`src/hdl/mbist_da_defines.svh`:
```
`ifndef MBIST_DA_DEFINES_SVH
`define MBIST_DA_DEFINES_SVH

// Register byte offsets on the plain register port.
`define REG_CTRL       8'h00
`define REG_STATUS     8'h04
`define REG_IRQ_STAT   8'h08
`define REG_IRQ_MASK   8'h0c
`define REG_PASS_CNT   8'h10
`define REG_FAIL_MAP   8'h14

// Control register fields.
`define CTRL_SINGLE    0
`define CTRL_LOOP      1
`define CTRL_DEV_SER   2
`define CTRL_ENG_SER   3
`define CTRL_W         4
`define CTRL_RST       4'h0

// Status register fields.
`define STAT_STATE_LSB 0
`define STAT_STATE_MSB 4
`define STAT_MODE      5
`define STAT_RESULT    6

// Interrupt status and mask fields.
`define IRQ_DONE       0
`define IRQ_FAIL       1
`define IRQ_LOOP       2
`define IRQ_W          3
`define IRQ_RST        3'h0

// Pass counter.
`define PASS_W         16
`define PASS_RST       16'h0000

// Self-test clock periods a run input must stay inactive before it counts.
`define QUAL_INACTIVE_CYC 3

// Default period of an external self-test clock, in picoseconds.
`define EXT_TEST_CLK_PERIOD_PS 50000

`endif

```
`src/hdl/mbist_da_pkg.sv`:
```
package mbist_da_pkg;

   // Sequencer states, one-hot.
   typedef enum logic [4:0] {
      ST_IDLE   = 5'h01,
      ST_LAUNCH = 5'h02,
      ST_WAIT   = 5'h04,
      ST_NEXT   = 5'h08,
      ST_HOLD   = 5'h10
   } seq_state_type;

   // Run mode latched when a test sequence starts.
   typedef enum logic {
      MODE_SINGLE = 1'h0,
      MODE_LOOP   = 1'h1
   } run_mode_type;

endpackage

```
`src/hdl/level_sync.sv`:
```
`timescale 1ns/1ns
module level_sync #(
   parameter int W = 1
) (
   // Clock and reset.
   input  logic         sys_clk,
   input  logic         rst,
   // Levels from outside and their synchronised copies.
   input  logic [W-1:0] async_in,
   output logic [W-1:0] sync_out
);

   logic [W-1:0] meta_q;
   logic [W-1:0] meta_d;
   logic [W-1:0] sync_q;
   logic [W-1:0] sync_d;

   // The first stage feeds only the second one, never any logic.
   always_comb begin
      meta_d = async_in;
      sync_d = meta_q;
   end

   // Two flip-flops per level; constants only under reset.
   always_ff @(posedge sys_clk or posedge rst) begin
      if (rst) begin
         meta_q <= '0;
         sync_q <= '0;
      end else begin
         meta_q <= meta_d;
         sync_q <= sync_d;
      end
   end

   assign sync_out = sync_q;
endmodule

```
`src/hdl/run_qualifier.sv`:
```
`timescale 1ns/1ns
`include "mbist_da_defines.svh"
module run_qualifier #(
   parameter int QUAL = `QUAL_INACTIVE_CYC
) (
   // Clock and reset.
   input  logic sys_clk,
   input  logic rst,
   // Active-high run level and the qualified run level.
   input  logic level_in,
   output logic run_ok
);

   localparam int QW = $clog2(QUAL + 1);

   logic [QW-1:0] idle_cnt_q;
   logic [QW-1:0] idle_cnt_d;
   logic          armed_q;
   logic          armed_d;

   // Count inactive cycles; a run counts only after enough of them, so a
   // level that was already high when the sequence began is ignored.
   always_comb begin
      idle_cnt_d = idle_cnt_q;
      armed_d    = armed_q;
      if (!level_in) begin
         armed_d = 1'h0;
         if (idle_cnt_q != QW'(QUAL)) begin
            idle_cnt_d = idle_cnt_q + QW'(1);
         end
      end else begin
         if (idle_cnt_q == QW'(QUAL)) begin
            armed_d = 1'h1;
         end
         if (!armed_q) begin
            idle_cnt_d = '0;
         end
      end
   end

   // Register the qualifier state.
   always_ff @(posedge sys_clk or posedge rst) begin
      if (rst) begin
         idle_cnt_q <= '0;
         armed_q    <= 1'h0;
      end else begin
         idle_cnt_q <= idle_cnt_d;
         armed_q    <= armed_d;
      end
   end

   assign run_ok = armed_q;
endmodule

```
`src/hdl/mbist_direct_access_ctrl.sv`:
```
// Functional notes
// - Every direct access input and the monitor output act as levels; with INTERNAL_CLK set, the schedule steps on edges of tt_ctrl.
// - Each direct access signal has its own active polarity parameter.
// - Register control works beside the pins, or alone in place of them.
// - While the loop input is active the test repeats; it stops on release.
// - Device serial select runs the devices of each controller in turn.
// - Controller serial select runs the controllers in turn.
// - In a single pass the monitor is AND of all done and all not-fail.
// - In a loop the monitor is AND of all not-fail, done excluded.
// - The monitor path is dedicated and never gated by an enable.
// - Repair logic runs on the same clock that runs the memory test.
// - A qualified single run executes once and shows its result at end.
//
// The implementer's own choices: the placing of the registers and the plain strobed port.
`timescale 1ns/1ns
`include "mbist_da_defines.svh"
module mbist_direct_access_ctrl #(
   parameter int   N_CTRL       = 2,
   parameter int   N_DEV        = 4,
   parameter logic ACT_SINGLE   = 1'h1,
   parameter logic ACT_LOOP     = 1'h1,
   parameter logic ACT_DEV_SER  = 1'h1,
   parameter logic ACT_ENG_SER  = 1'h1,
   parameter logic ACT_MONITOR  = 1'h1,
   parameter logic INTERNAL_CLK = 1'h0
) (
   // Clock and reset.
   input  logic                        sys_clk,
   input  logic                        rst,
   // Direct access pins.
   input  logic                        da_single_run,
   input  logic                        da_loop_run,
   input  logic                        da_dev_serial,
   input  logic                        da_eng_serial,
   input  logic                        tt_ctrl,
   output logic                        da_monitor,
   // Self-test devices, controller-major order.
   output logic [N_CTRL*N_DEV-1:0]     dev_start,
   input  logic [N_CTRL*N_DEV-1:0]     dev_done,
   input  logic [N_CTRL*N_DEV-1:0]     dev_fail,
   output logic [N_CTRL*N_DEV-1:0]     dev_repair_en,
   // Register port.
   input  logic [7:0]                  reg_addr,
   input  logic [31:0]                 reg_wdata,
   input  logic                        reg_wr,
   input  logic                        reg_rd,
   output logic [31:0]                 reg_rdata,
   // Interrupt and state view.
   output logic                        irq,
   output mbist_da_pkg::seq_state_type seq_state
);
   import mbist_da_pkg::*;

   localparam int ND = N_CTRL * N_DEV;
   localparam int CW = (N_CTRL > 1) ? $clog2(N_CTRL) : 1;
   localparam int DW = (N_DEV > 1) ? $clog2(N_DEV) : 1;

   // Map a pin level to its active-high meaning.
   function automatic logic act(input logic lvl, input logic hi);
      return hi ? lvl : ~lvl;
   endfunction

   // Devices launched for one step of the schedule.
   function automatic logic [ND-1:0] launch_mask(input logic eser,
                                                 input logic dser,
                                                 input logic [CW-1:0] eng,
                                                 input logic [DW-1:0] dev);
      logic [ND-1:0] m;
      m = '0;
      for (int c = 0; c < N_CTRL; c++) begin
         for (int d = 0; d < N_DEV; d++) begin
            m[c*N_DEV+d] = (!eser || CW'(c) == eng) &&
                           (!dser || DW'(d) == dev);
         end
      end
      return m;
   endfunction

   logic [4:0] pins_s;
   logic       single_lvl;
   logic       loop_lvl;
   logic       dser_lvl;
   logic       eser_lvl;
   logic       single_ok;
   logic       loop_ok;
   logic       run_act;
   logic       step_en;

   seq_state_type   state_q;
   seq_state_type   state_d;
   run_mode_type    mode_q;
   run_mode_type    mode_d;
   logic            dser_q;
   logic            dser_d;
   logic            eser_q;
   logic            eser_d;
   logic [CW-1:0]   eng_q;
   logic [CW-1:0]   eng_d;
   logic [DW-1:0]   dev_q;
   logic [DW-1:0]   dev_d;
   logic [ND-1:0]   done_q;
   logic [ND-1:0]   done_d;
   logic [ND-1:0]   fail_q;
   logic [ND-1:0]   fail_d;
   logic [ND-1:0]   start_q;
   logic [ND-1:0]   start_d;
   logic [ND-1:0]   repair_q;
   logic [ND-1:0]   repair_d;
   logic [ND-1:0]   cur_mask;
   logic [`PASS_W-1:0] pass_q;
   logic [`PASS_W-1:0] pass_d;
   logic            tt_prev_q;
   logic            tt_prev_d;
   logic            ev_done;
   logic            ev_loop;
   logic            ev_fail;

   logic [N_CTRL-1:0] ctrl_done;
   logic [N_CTRL-1:0] ctrl_fail;
   logic              single_res;
   logic              loop_res;
   logic              mon_pin_q;
   logic              mon_pin_d;

   logic [`CTRL_W-1:0] ctrl_q;
   logic [`CTRL_W-1:0] ctrl_d;
   logic [`IRQ_W-1:0]  istat_q;
   logic [`IRQ_W-1:0]  istat_d;
   logic [`IRQ_W-1:0]  imask_q;
   logic [`IRQ_W-1:0]  imask_d;
   logic [31:0]        rdata_q;
   logic [31:0]        rdata_d;

   // All pins cross into the test clock domain before any decision.
   level_sync #(
      .W (5)
   ) u_pin_sync (
      .sys_clk  (sys_clk),
      .rst      (rst),
      .async_in ({tt_ctrl, da_eng_serial, da_dev_serial,
                  da_loop_run, da_single_run}),
      .sync_out (pins_s)
   );

   // Pins and register bits are merged, so software can run alone.
   always_comb begin
      single_lvl = act(pins_s[0], ACT_SINGLE) | ctrl_q[`CTRL_SINGLE];
      loop_lvl   = act(pins_s[1], ACT_LOOP) | ctrl_q[`CTRL_LOOP];
      dser_lvl   = act(pins_s[2], ACT_DEV_SER) | ctrl_q[`CTRL_DEV_SER];
      eser_lvl   = act(pins_s[3], ACT_ENG_SER) | ctrl_q[`CTRL_ENG_SER];
   end

   // Each run level must first sit inactive for a few clocks.
   run_qualifier #(
      .QUAL (`QUAL_INACTIVE_CYC)
   ) u_single_qual (
      .sys_clk  (sys_clk),
      .rst      (rst),
      .level_in (single_lvl),
      .run_ok   (single_ok)
   );

   run_qualifier #(
      .QUAL (`QUAL_INACTIVE_CYC)
   ) u_loop_qual (
      .sys_clk  (sys_clk),
      .rst      (rst),
      .level_in (loop_lvl),
      .run_ok   (loop_ok)
   );

   // With an internal oscillator the schedule only advances on each edge
   // of the test time pin, so the tester decides how long the test lasts.
   assign step_en = INTERNAL_CLK ? (pins_s[4] ^ tt_prev_q) : 1'h1;
   assign run_act = (mode_q == MODE_LOOP) ? loop_ok : single_ok;
   assign cur_mask = launch_mask(eser_q, dser_q, eng_q, dev_q);

   // Sequencer: launch, wait for the launched devices, then advance.
   always_comb begin
      state_d   = state_q;
      mode_d    = mode_q;
      dser_d    = dser_q;
      eser_d    = eser_q;
      eng_d     = eng_q;
      dev_d     = dev_q;
      start_d   = '0;
      pass_d    = pass_q;
      tt_prev_d = pins_s[4];
      ev_done   = 1'h0;
      ev_loop   = 1'h0;
      done_d    = done_q | dev_done;
      fail_d    = fail_q;
      if (state_q != ST_IDLE) begin
         fail_d = fail_q | dev_fail;
      end
      ev_fail   = |(fail_d & ~fail_q);
      repair_d  = (state_q == ST_HOLD) ? fail_q : '0;
      if (state_q != ST_IDLE && state_q != ST_HOLD && !run_act) begin
         state_d = ST_IDLE;
      end else begin
         case (state_q)
            ST_IDLE: begin
               if (loop_ok || single_ok) begin
                  mode_d  = loop_ok ? MODE_LOOP : MODE_SINGLE;
                  dser_d  = dser_lvl;
                  eser_d  = eser_lvl;
                  eng_d   = '0;
                  dev_d   = '0;
                  done_d  = '0;
                  fail_d  = '0;
                  state_d = ST_LAUNCH;
               end
            end
            ST_LAUNCH: begin
               if (step_en) begin
                  start_d = cur_mask;
                  done_d  = (done_q & ~cur_mask) | dev_done;
                  state_d = ST_WAIT;
               end
            end
            ST_WAIT: begin
               if (&(done_q | ~cur_mask)) begin
                  state_d = ST_NEXT;
               end
            end
            ST_NEXT: begin
               if (step_en) begin
                  state_d = ST_LAUNCH;
                  if (dser_q && dev_q != DW'(N_DEV - 1)) begin
                     dev_d = dev_q + DW'(1);
                  end else if (eser_q && eng_q != CW'(N_CTRL - 1)) begin
                     eng_d = eng_q + CW'(1);
                     dev_d = '0;
                  end else begin
                     pass_d = pass_q + `PASS_W'(1);
                     eng_d  = '0;
                     dev_d  = '0;
                     if (mode_q == MODE_LOOP) begin
                        ev_loop = 1'h1;
                     end else begin
                        ev_done = 1'h1;
                        state_d = ST_HOLD;
                     end
                  end
               end
            end
            ST_HOLD: begin
               if (!single_ok) begin
                  state_d = ST_IDLE;
               end
            end
            default: begin
               state_d = ST_IDLE;
            end
         endcase
      end
   end

   // Register the sequencer.
   always_ff @(posedge sys_clk or posedge rst) begin
      if (rst) begin
         state_q   <= ST_IDLE;
         mode_q    <= MODE_SINGLE;
         dser_q    <= 1'h0;
         eser_q    <= 1'h0;
         eng_q     <= '0;
         dev_q     <= '0;
         start_q   <= '0;
         done_q    <= '0;
         fail_q    <= '0;
         repair_q  <= '0;
         pass_q    <= `PASS_RST;
         tt_prev_q <= 1'h0;
      end else begin
         state_q   <= state_d;
         mode_q    <= mode_d;
         dser_q    <= dser_d;
         eser_q    <= eser_d;
         eng_q     <= eng_d;
         dev_q     <= dev_d;
         start_q   <= start_d;
         done_q    <= done_d;
         fail_q    <= fail_d;
         repair_q  <= repair_d;
         pass_q    <= pass_d;
         tt_prev_q <= tt_prev_d;
      end
   end

   // Per-controller summaries and the monitor value for each mode.
   always_comb begin
      for (int c = 0; c < N_CTRL; c++) begin
         ctrl_done[c] = &done_q[c*N_DEV +: N_DEV];
         ctrl_fail[c] = |fail_q[c*N_DEV +: N_DEV];
      end
      single_res = &(ctrl_done & ~ctrl_fail);
      loop_res   = &(~ctrl_fail);
      mon_pin_d  = act((mode_q == MODE_LOOP) ? loop_res : single_res,
                       ACT_MONITOR);
   end

   // The monitor flop drives the pin alone; no enable can hide it.
   always_ff @(posedge sys_clk or posedge rst) begin
      if (rst) begin
         mon_pin_q <= ~ACT_MONITOR;
      end else begin
         mon_pin_q <= mon_pin_d;
      end
   end

   // Register port: writes, sticky status, read data one cycle later.
   always_comb begin
      ctrl_d  = ctrl_q;
      imask_d = imask_q;
      rdata_d = '0;
      istat_d = istat_q;
      if (reg_wr && reg_addr == `REG_CTRL) begin
         ctrl_d = reg_wdata[`CTRL_W-1:0];
      end
      if (reg_wr && reg_addr == `REG_IRQ_MASK) begin
         imask_d = reg_wdata[`IRQ_W-1:0];
      end
      if (reg_wr && reg_addr == `REG_IRQ_STAT) begin
         istat_d = istat_q & ~reg_wdata[`IRQ_W-1:0];
      end
      // A new event wins over a clear in the same cycle.
      istat_d[`IRQ_DONE] = istat_d[`IRQ_DONE] | ev_done;
      istat_d[`IRQ_FAIL] = istat_d[`IRQ_FAIL] | ev_fail;
      istat_d[`IRQ_LOOP] = istat_d[`IRQ_LOOP] | ev_loop;
      if (reg_rd) begin
         case (reg_addr)
            `REG_CTRL:     rdata_d[`CTRL_W-1:0] = ctrl_q;
            `REG_STATUS: begin
               rdata_d[`STAT_STATE_MSB:`STAT_STATE_LSB] = state_q;
               rdata_d[`STAT_MODE]   = mode_q;
               rdata_d[`STAT_RESULT] = act(mon_pin_q, ACT_MONITOR);
            end
            `REG_IRQ_STAT: rdata_d[`IRQ_W-1:0] = istat_q;
            `REG_IRQ_MASK: rdata_d[`IRQ_W-1:0] = imask_q;
            `REG_PASS_CNT: rdata_d[`PASS_W-1:0] = pass_q;
            `REG_FAIL_MAP: rdata_d[ND-1:0] = fail_q;
            default:       rdata_d = '0;
         endcase
      end
   end

   // Register the software-visible state.
   always_ff @(posedge sys_clk or posedge rst) begin
      if (rst) begin
         ctrl_q  <= `CTRL_RST;
         imask_q <= `IRQ_RST;
         istat_q <= `IRQ_RST;
         rdata_q <= '0;
      end else begin
         ctrl_q  <= ctrl_d;
         imask_q <= imask_d;
         istat_q <= istat_d;
         rdata_q <= rdata_d;
      end
   end

   assign da_monitor    = mon_pin_q;
   assign dev_start     = start_q;
   assign dev_repair_en = repair_q;
   assign reg_rdata     = rdata_q;
   assign irq           = |(istat_q & imask_q);
   assign seq_state     = state_q;

   // Helper views for the schedule checks.
   logic [N_CTRL-1:0] ctrl_started;
   logic              dev_ser_ok;
   always_comb begin
      dev_ser_ok = 1'h1;
      for (int c = 0; c < N_CTRL; c++) begin
         ctrl_started[c] = |start_q[c*N_DEV +: N_DEV];
         if ($countones(start_q[c*N_DEV +: N_DEV]) > 1) begin
            dev_ser_ok = 1'h0;
         end
      end
   end
endmodule

```
`config.mk`:
```
export PLATFORM = sky130hd
export DESIGN_NAME = mbist_direct_access_ctrl
export DESIGN_NICKNAME = d
export VERILOG_FILES = /design/src/hdl/mbist_da_pkg.sv /design/src/hdl/level_sync.sv /design/src/hdl/run_qualifier.sv /design/src/hdl/mbist_direct_access_ctrl.sv
export VERILOG_INCLUDE_DIRS = /design/src /design/src/hdl
export SDC_FILE = /design/constraint.sdc
export NUM_CORES = 1
export LEC_CHECK = 0
export ABC_AREA = 1
export BUFFER_PORTS_ARGS = -buffer_cell sky130_fd_sc_hd__buf_2
export CAP_MARGIN = 0
export CORE_ASPECT_RATIO = 0.5
export CORE_MARGIN = 4
export CORE_UTILIZATION = 47
export CTS_CLUSTER_SIZE = 40
export DETAILED_ROUTE_END_ITERATION = 7
export PLACE_DENSITY = 0.81
export REMOVE_ABC_BUFFERS = 1
export SYNTH_ARGS = -nofsm -noshare
export SYNTH_HDL_FRONTEND = slang
export SYNTH_SLANG_ARGS = --single-unit
export TNS_END_PERCENT = 100
```
`constraint.sdc`:
```
create_clock -name sys_clk -period 3 [get_ports sys_clk]
set_clock_uncertainty 0.05 [all_clocks]
set_input_delay 0.15 -clock sys_clk [delete_from_list [all_inputs] [get_ports sys_clk]]
set_output_delay 0.15 -clock sys_clk [all_outputs]
set_load 0.03 [all_outputs]
```
After elaboration in Yosys (flattened, before gate mapping)
Cells that the tools add are included.
Widths: inputs -> output; s select.
{ "totals": {"regBits": 100, "in_bits": 65, "wordCells": 181} }
{ "op_classes": {"add_sub_neg": 5, "eq_ne": 29, "muxes": 55, "n_bitwise": 24, "reduce_logical": 46} }
{ "op_table": {"columns": ["op", "count"], "rows": [
  ["$mux 8", 10],
  ["$mux 5", 7],
  ["$or 8x8->8", 4],
  ["$pmux 5 s5", 1],
  ["$mux 1", 20],
  ["$ne 2x2->1 const B", 9],
  ["$pmux 3 s6", 1],
  ["$add 16x1->16 const B", 1],
  ["$and 8x8->8", 2],
  ["$eq 8x4->1 const B", 2],
  ["$eq 8x5->1 const B", 2],
  ["$mux 16", 1],
  ["$mux 2", 8],
  ["$not 8->8", 2],
  ["$pmux 8 s2", 1],
  ["$reduce_and 4->1", 4],
  ["$logic_and 1x1->1", 15],
  ["$ne 3x3->1 const B", 3],
  ["$pmux 3 s3", 1],
  ["$reduce_and 3->1", 3],
  ["$eq 8x3->1 const B", 1],
  ["$logic_not 8->1", 1],
  ["$reduce_and 2->1", 4],
  ["$reduce_and 8->1", 1],
  ["29 further kinds", 55]
]} }

Depth between registers and ports, before layout
{ "logic_depth": {"ltp_word": 9, "ltp_mapped": 11, "mapped_depth_nobuf": 11} }

Hierarchy
From an unflattened synthesis, not the netlist that was laid out.
{ "hier_totals": {"cells_unflattened": 577, "hier_area_um2": 4838.4} }
{ "by_module_without_submodules": {"columns": ["mod", "n_inst", "cells_per_inst", "area_each_um2", "seq_area_each_um2"], "rows": [
  ["mbist_direct_access_ctrl", 1, 528, 4284.1, 2153.3],
  ["run_qualifier", 2, 19, 150.1, 75.1],
  ["level_sync", 1, 11, 254.0, 250.2]
]} }

Least setup slack after synthesis
Ideal clock, no wire load.
{ "synth_path": {"path_kind": "reg2reg", "from": "register state_q[0] (netlist: seq_state[0])", "to": "register istat_q[1]", "arrival_ns": 1.442, "t_required_ns": 2.824, "path_slack_ns": 1.382, "stages_incl_launch_ff": 10, "synth_period_minus_slack_ns": 1.618, "cell_sequence": "dfstp_2 -> inv_2 -> nor2_4 -> nand3_4 -> buf_6 -> buf_6 -> nand3_1 -> nand2_1 -> nor2_1 -> nand3_1"} }
{ "synth_via": {"elab_chain_cells": 5} }
{ "synth_rtl": {"columns": ["item", "line", "text"], "rows": [
  ["from (decl)", "mbist_direct_access_ctrl.sv:89", "seq_state_type state_q;"],
  ["from (signal assigned)", "mbist_direct_access_ctrl.sv:275", "state_q <= state_d;"],
  ["$ne 5x1->1", "mbist_direct_access_ctrl.sv:193", "if (state_q != ST_IDLE) begin"],
  ["$mux 8", "mbist_direct_access_ctrl.sv:193", null],
  ["$and 8x8->8", "mbist_direct_access_ctrl.sv:196", "ev_fail = |(fail_d & ~fail_q);"],
  ["$reduce_or 8->1", "mbist_direct_access_ctrl.sv:196", null],
  ["$or 1x1->1", "mbist_direct_access_ctrl.sv:328", "istat_d[`IRQ_FAIL] = istat_d[`IRQ_FAIL] | ev_fail;"],
  ["net istat_d[1]", "mbist_direct_access_ctrl.sv:128", "logic [`IRQ_W-1:0] istat_d;"],
  ["to (signal assigned)", "mbist_direct_access_ctrl.sv:352", "istat_q <= `IRQ_RST;"],
  ["to (signal assigned)", "mbist_direct_access_ctrl.sv:357", "istat_q <= istat_d;"],
  ["to (decl)", "mbist_direct_access_ctrl.sv:127", "logic [`IRQ_W-1:0] istat_q;"]
]} }
The timed path passes the listed nets, and every way through them passes these cells.
A chain may end at the register's enable or synchronous reset.

Worst setup path after layout
{ "layout_path": {"from": "register state_q[0] (netlist: seq_state[0])", "to": "register pass_q[8]"} }
{ "layout_via": {"elab_chain_cells": 5} }
{ "layout_rtl": {"columns": ["item", "line", "text"], "rows": [
  ["$ne 5x1->1 / $ne 5x5->1 (equally long branches)", "mbist_direct_access_ctrl.sv:198", "if (state_q != ST_IDLE && state_q != ST_HOLD && !run_act) begin"],
  ["$logic_and 1x1->1 (2 in a row)", "mbist_direct_access_ctrl.sv:198", null],
  ["$not 1->1 (no line)", null, null],
  ["$reduce_and 4->1 (no line) (*)", null, null],
  ["to (signal assigned)", "mbist_direct_access_ctrl.sv:272", "pass_q <= `PASS_RST;"],
  ["to (signal assigned)", "mbist_direct_access_ctrl.sv:285", "pass_q <= pass_d;"],
  ["to (decl)", "mbist_direct_access_ctrl.sv:110", "logic [`PASS_W-1:0] pass_q;"]
]} }
Every way passes the cells marked *; elsewhere a longest branch is shown, timed or not.

==> run_results.csv <==
group,metric,value,unit
grt,antenna_found_initial,0,
setup_path,crit_chain,"inv_2, nor2_4, nand3_4, nand3_4, nand2_4, inv_4, nand2_1, o21ai_1",
grt,grt_first_pass_wirelength,18300,um
timing,worst_slack,1060,ps
setup_path,cpMaxStageDelayCell,"dfstp_2",
clock_network,cts_sinks,100,
clock_network,postCtsHoldBufs,15,
synthesis,synth.avg_cell_area,8.24,um2
setup_path,crit_arrival,2150,ps
setup_path,crit_family,"simple AND/OR/NAND/NOR gates",
detailed_routing,top_layer,"met4",
setup_path,path_max_fanout,22,
outcome,outcome,"finished clean",
detailed_routing,antenna_left,0,
setup_path,setup.worst_path.end,"pass_q[8]$_DFFE_PP0P_",
layout,diodes,0,
detailed_routing,num_vias,4265,
timing,drv_slew,0,
setup_path,crit_path_start_kind,"register",
placed_design,dp_slack,1090,ps
detailed_routing,wire_per_inst,13.3,um
setup_path,r2r.worst_path.cells,8,
synthesis,ys_seq_area_share,50.2,%
grt,grt_max_degree,68,
timing,hold_violations,0,
power_and_ir_drop,p_per_area,711,nW/um2
clock_network,clk_pin_slew,70,ps
timing,finalCritPeriodShare,64.6,%
clock_network,cts_buffers,9,
floorplan,die_h,80.8,um
clock_network,clock_latency,350,ps
synthesis,post-synth-top-area-cell,"dfrtp_1",
layout,fin_nets,767,
synthesis,syn_inst,605,
setup_path,worstSetupPathDepth,8,
setup_path,max_stage_delay,590,ps
setup_path,critPathBufInv,2,
detailed_routing,first_pass_iters,6,
timing,period_needed,1940,ps
timing,setup_viol,0,
placed_design,hpwl,8110,um
grt,overflow,0,
floorplan,num_io_pins,120,
clock_network,post_cts_buffers,0,
floorplan,dieArea,12400,um2
timing,fin_tns_setup,0,ps
power_and_ir_drop,peakVddDrop,314,uV
run,drv_cap,0,
floorplan,start_util,48.5,%
detailed_routing,vias_per_cell,5.08,
clock_network,cts_tree,"built",
detailed_routing,route.met3.wl,706,um
setup_path,path_common_cell,"nand3_4",
detailed_routing,drt_wl_total,11200,um
placed_design,gp_congestion,0.851,
setup_path,rr_endpoint,"pass_q[8]$_DFFE_PP0P_",
setup_path,end_kind,"register",
placed_design,portBuffers,74,
floorplan,row_count,26,
clock_network,h-tree-depth,3,
setup_path,critPathLaunch,"seq_state[0]$_DFFE_PP1P_",
detailed_routing,drc,0,
layout,syn2layout_area_growth,17.4,%
timing,rsz0062_at_grt,"no",
detailed_routing,drt_iter0_drc,371,
detailed_routing,m1WireLength,4640,um
synthesis,ys_types,38,
synthesis,synthTopCellsByArea,"dfrtp_1 (50%), nand2_1 (9.0%), inv_1 (6.5%), nand3_1 (6.4%), nor2_1 (5.2%)",
clock_network,cts_buffer_depth,2,
power_and_ir_drop,leakage,3.12,nW
layout,layout_common_cells,"nand2_1 (120), dfrtp_1 (99), inv_1 (86), buf_2 (74), nor2_1 (69)",
setup_path,r2r-start,"seq_state[0]$_DFFE_PP1P_",
synthesis,synthesis.area,4990,um2
synthesis,ys_seq_elements,100,
detailed_routing,wl_met2,5530,um
synthesis,synth_top_cell_area_share,49.7,%
layout,final_layout_size_suffix_gt1_share,16.7,%
grt,track_usage,18.3,%
clock_network,cts_root_buf,"clkbuf_16",
floorplan,dieWidth,154,um
grt,first_global_vias,3980,
timing,maxSlewHeadroom,44.7,%
layout,final_common_cell,"nand2_1",
timing,fmax,516,MHz
synthesis,ys.warnings.count,0,
setup_path,worst_ep_required_time,3220,ps
setup_path,r2r_slack,1060,ps
floorplan,coreArea,10300,um2
timing,worstMarginPinSlew,829,ps
worst_hold_path,hp-class,"input pin to register",
clock_network,post_cts_resized,0,
setup_path,path_class,"register to register",
metal layers:
layer,track usage (%),up-vias
met5,0,-
met4,6.87,0
met3,3.94,25
met2,33.0,163
met1,22.0,2000
li1,-,2077
through the flow:
| stage | utilization (%) | power (mW) | hold slack [ps] | std cells | cell area (um2) |
|---|---|---|---|---|---|
| 4_1_cts | 56.9 | 4.17 | 3.79 | 840 | 5850 |
| 3_3_place_gp | 52.5 | 2.90 | 210 | 809 | 5400 |
| 5_1_grt | 56.9 | 4.41 | 17.3 | 840 | 5850 |
| 3_5_place_dp | 52.5 | 2.97 | 210 | 809 | 5400 |
| 2_1_floorplan | - | 2.62 | 131 | 593 | 4840 |
| 6_report | 56.9 | 4.16 | 10.2 | 840 | 5850 |
cells by family after synthesis:
family	share of synthesized area [%]
XOR/XNOR	1.73
adder cells (fa/ha/maj)	1.76
AO/OA/AOI/OAI	7.60
other	0.0752
flip-flops	50.2
AND/OR/NAND/NOR	27.5
buffers and inverters	11.2
worst min-delay path: stages:
cell and delay (ps):
buf_2 80, a21oi_1 60, nor2_1 80
how the worst min path moves through the flow:
stage,startpoint,to,depth (start not counted)
CTS,dev_fail[5],fail_q[5]$_DFF_PP0_,3
global placement,da_eng_serial,u_pin_sync.meta_q[3]$_DFF_PP0_,1
floorplan,da_single_run,u_pin_sync.meta_q[0]$_DFF_PP0_,0
global route,dev_fail[5],fail_q[5]$_DFF_PP0_,3
detailed placement,da_single_run,u_pin_sync.meta_q[0]$_DFF_PP0_,1
finish,dev_fail[0],fail_q[0]$_DFF_PP0_,3
flip-flops by register name, summed over array words and instances (netlist names):
name,cells
u_pin_sync.sync_out,4
fail_q,8
eng_q,1
u_pin_sync.meta_q,4
dser_q,1
u_single_qual.idle_cnt_q,2
dev_repair_en,8
done_q,8
dev_start,8
u_loop_qual.run_ok,1
imask_q,3
u_loop_qual.idle_cnt_q,2
istat_q,3
u_single_qual.run_ok,1
eser_q,1
da_monitor,1
pass_q,16
mode_q,1
seq_state,5
ctrl_q,4
dev_q,2
reg_rdata,16
report_power, final:
part / switching [mW] / internal (mW)
logic: 0.848 / 0.380
registers: 0.201 / 1.55
clock network: 0.510 / 0.674
cells in the mapped netlist, drive strengths merged:
master	n
nor4	2
or2	1
inv	92
nand3b	6
clkinv	1
o211ai	2
buf	26
o21bai	2
xor2	8
o22ai	1
dfrtp	99
nor3	9
nand3	68
xnor2	1
nand2	124
ha	7
a21boi	1
a21oi	14
conb	1
nor2	76
clkbuf	1
dfstp	1
nand4	9
o21ai	53
cell type report:
| type | count | area [um2] |
|---|---|---|
| clock buffers | 11 | 243 |
| clock inverters | 5 | 60.1 |
| fillers | 942 | 4430 |
| inverters | 93 | 354 |
| multi-input cells | 400 | 1980 |
| flip-flops and latches | 100 | 2500 |
| well taps | 140 | 175 |
| repair buffers | 91 | 536 |
Note: power is estimated with default switching activity, not from simulation.
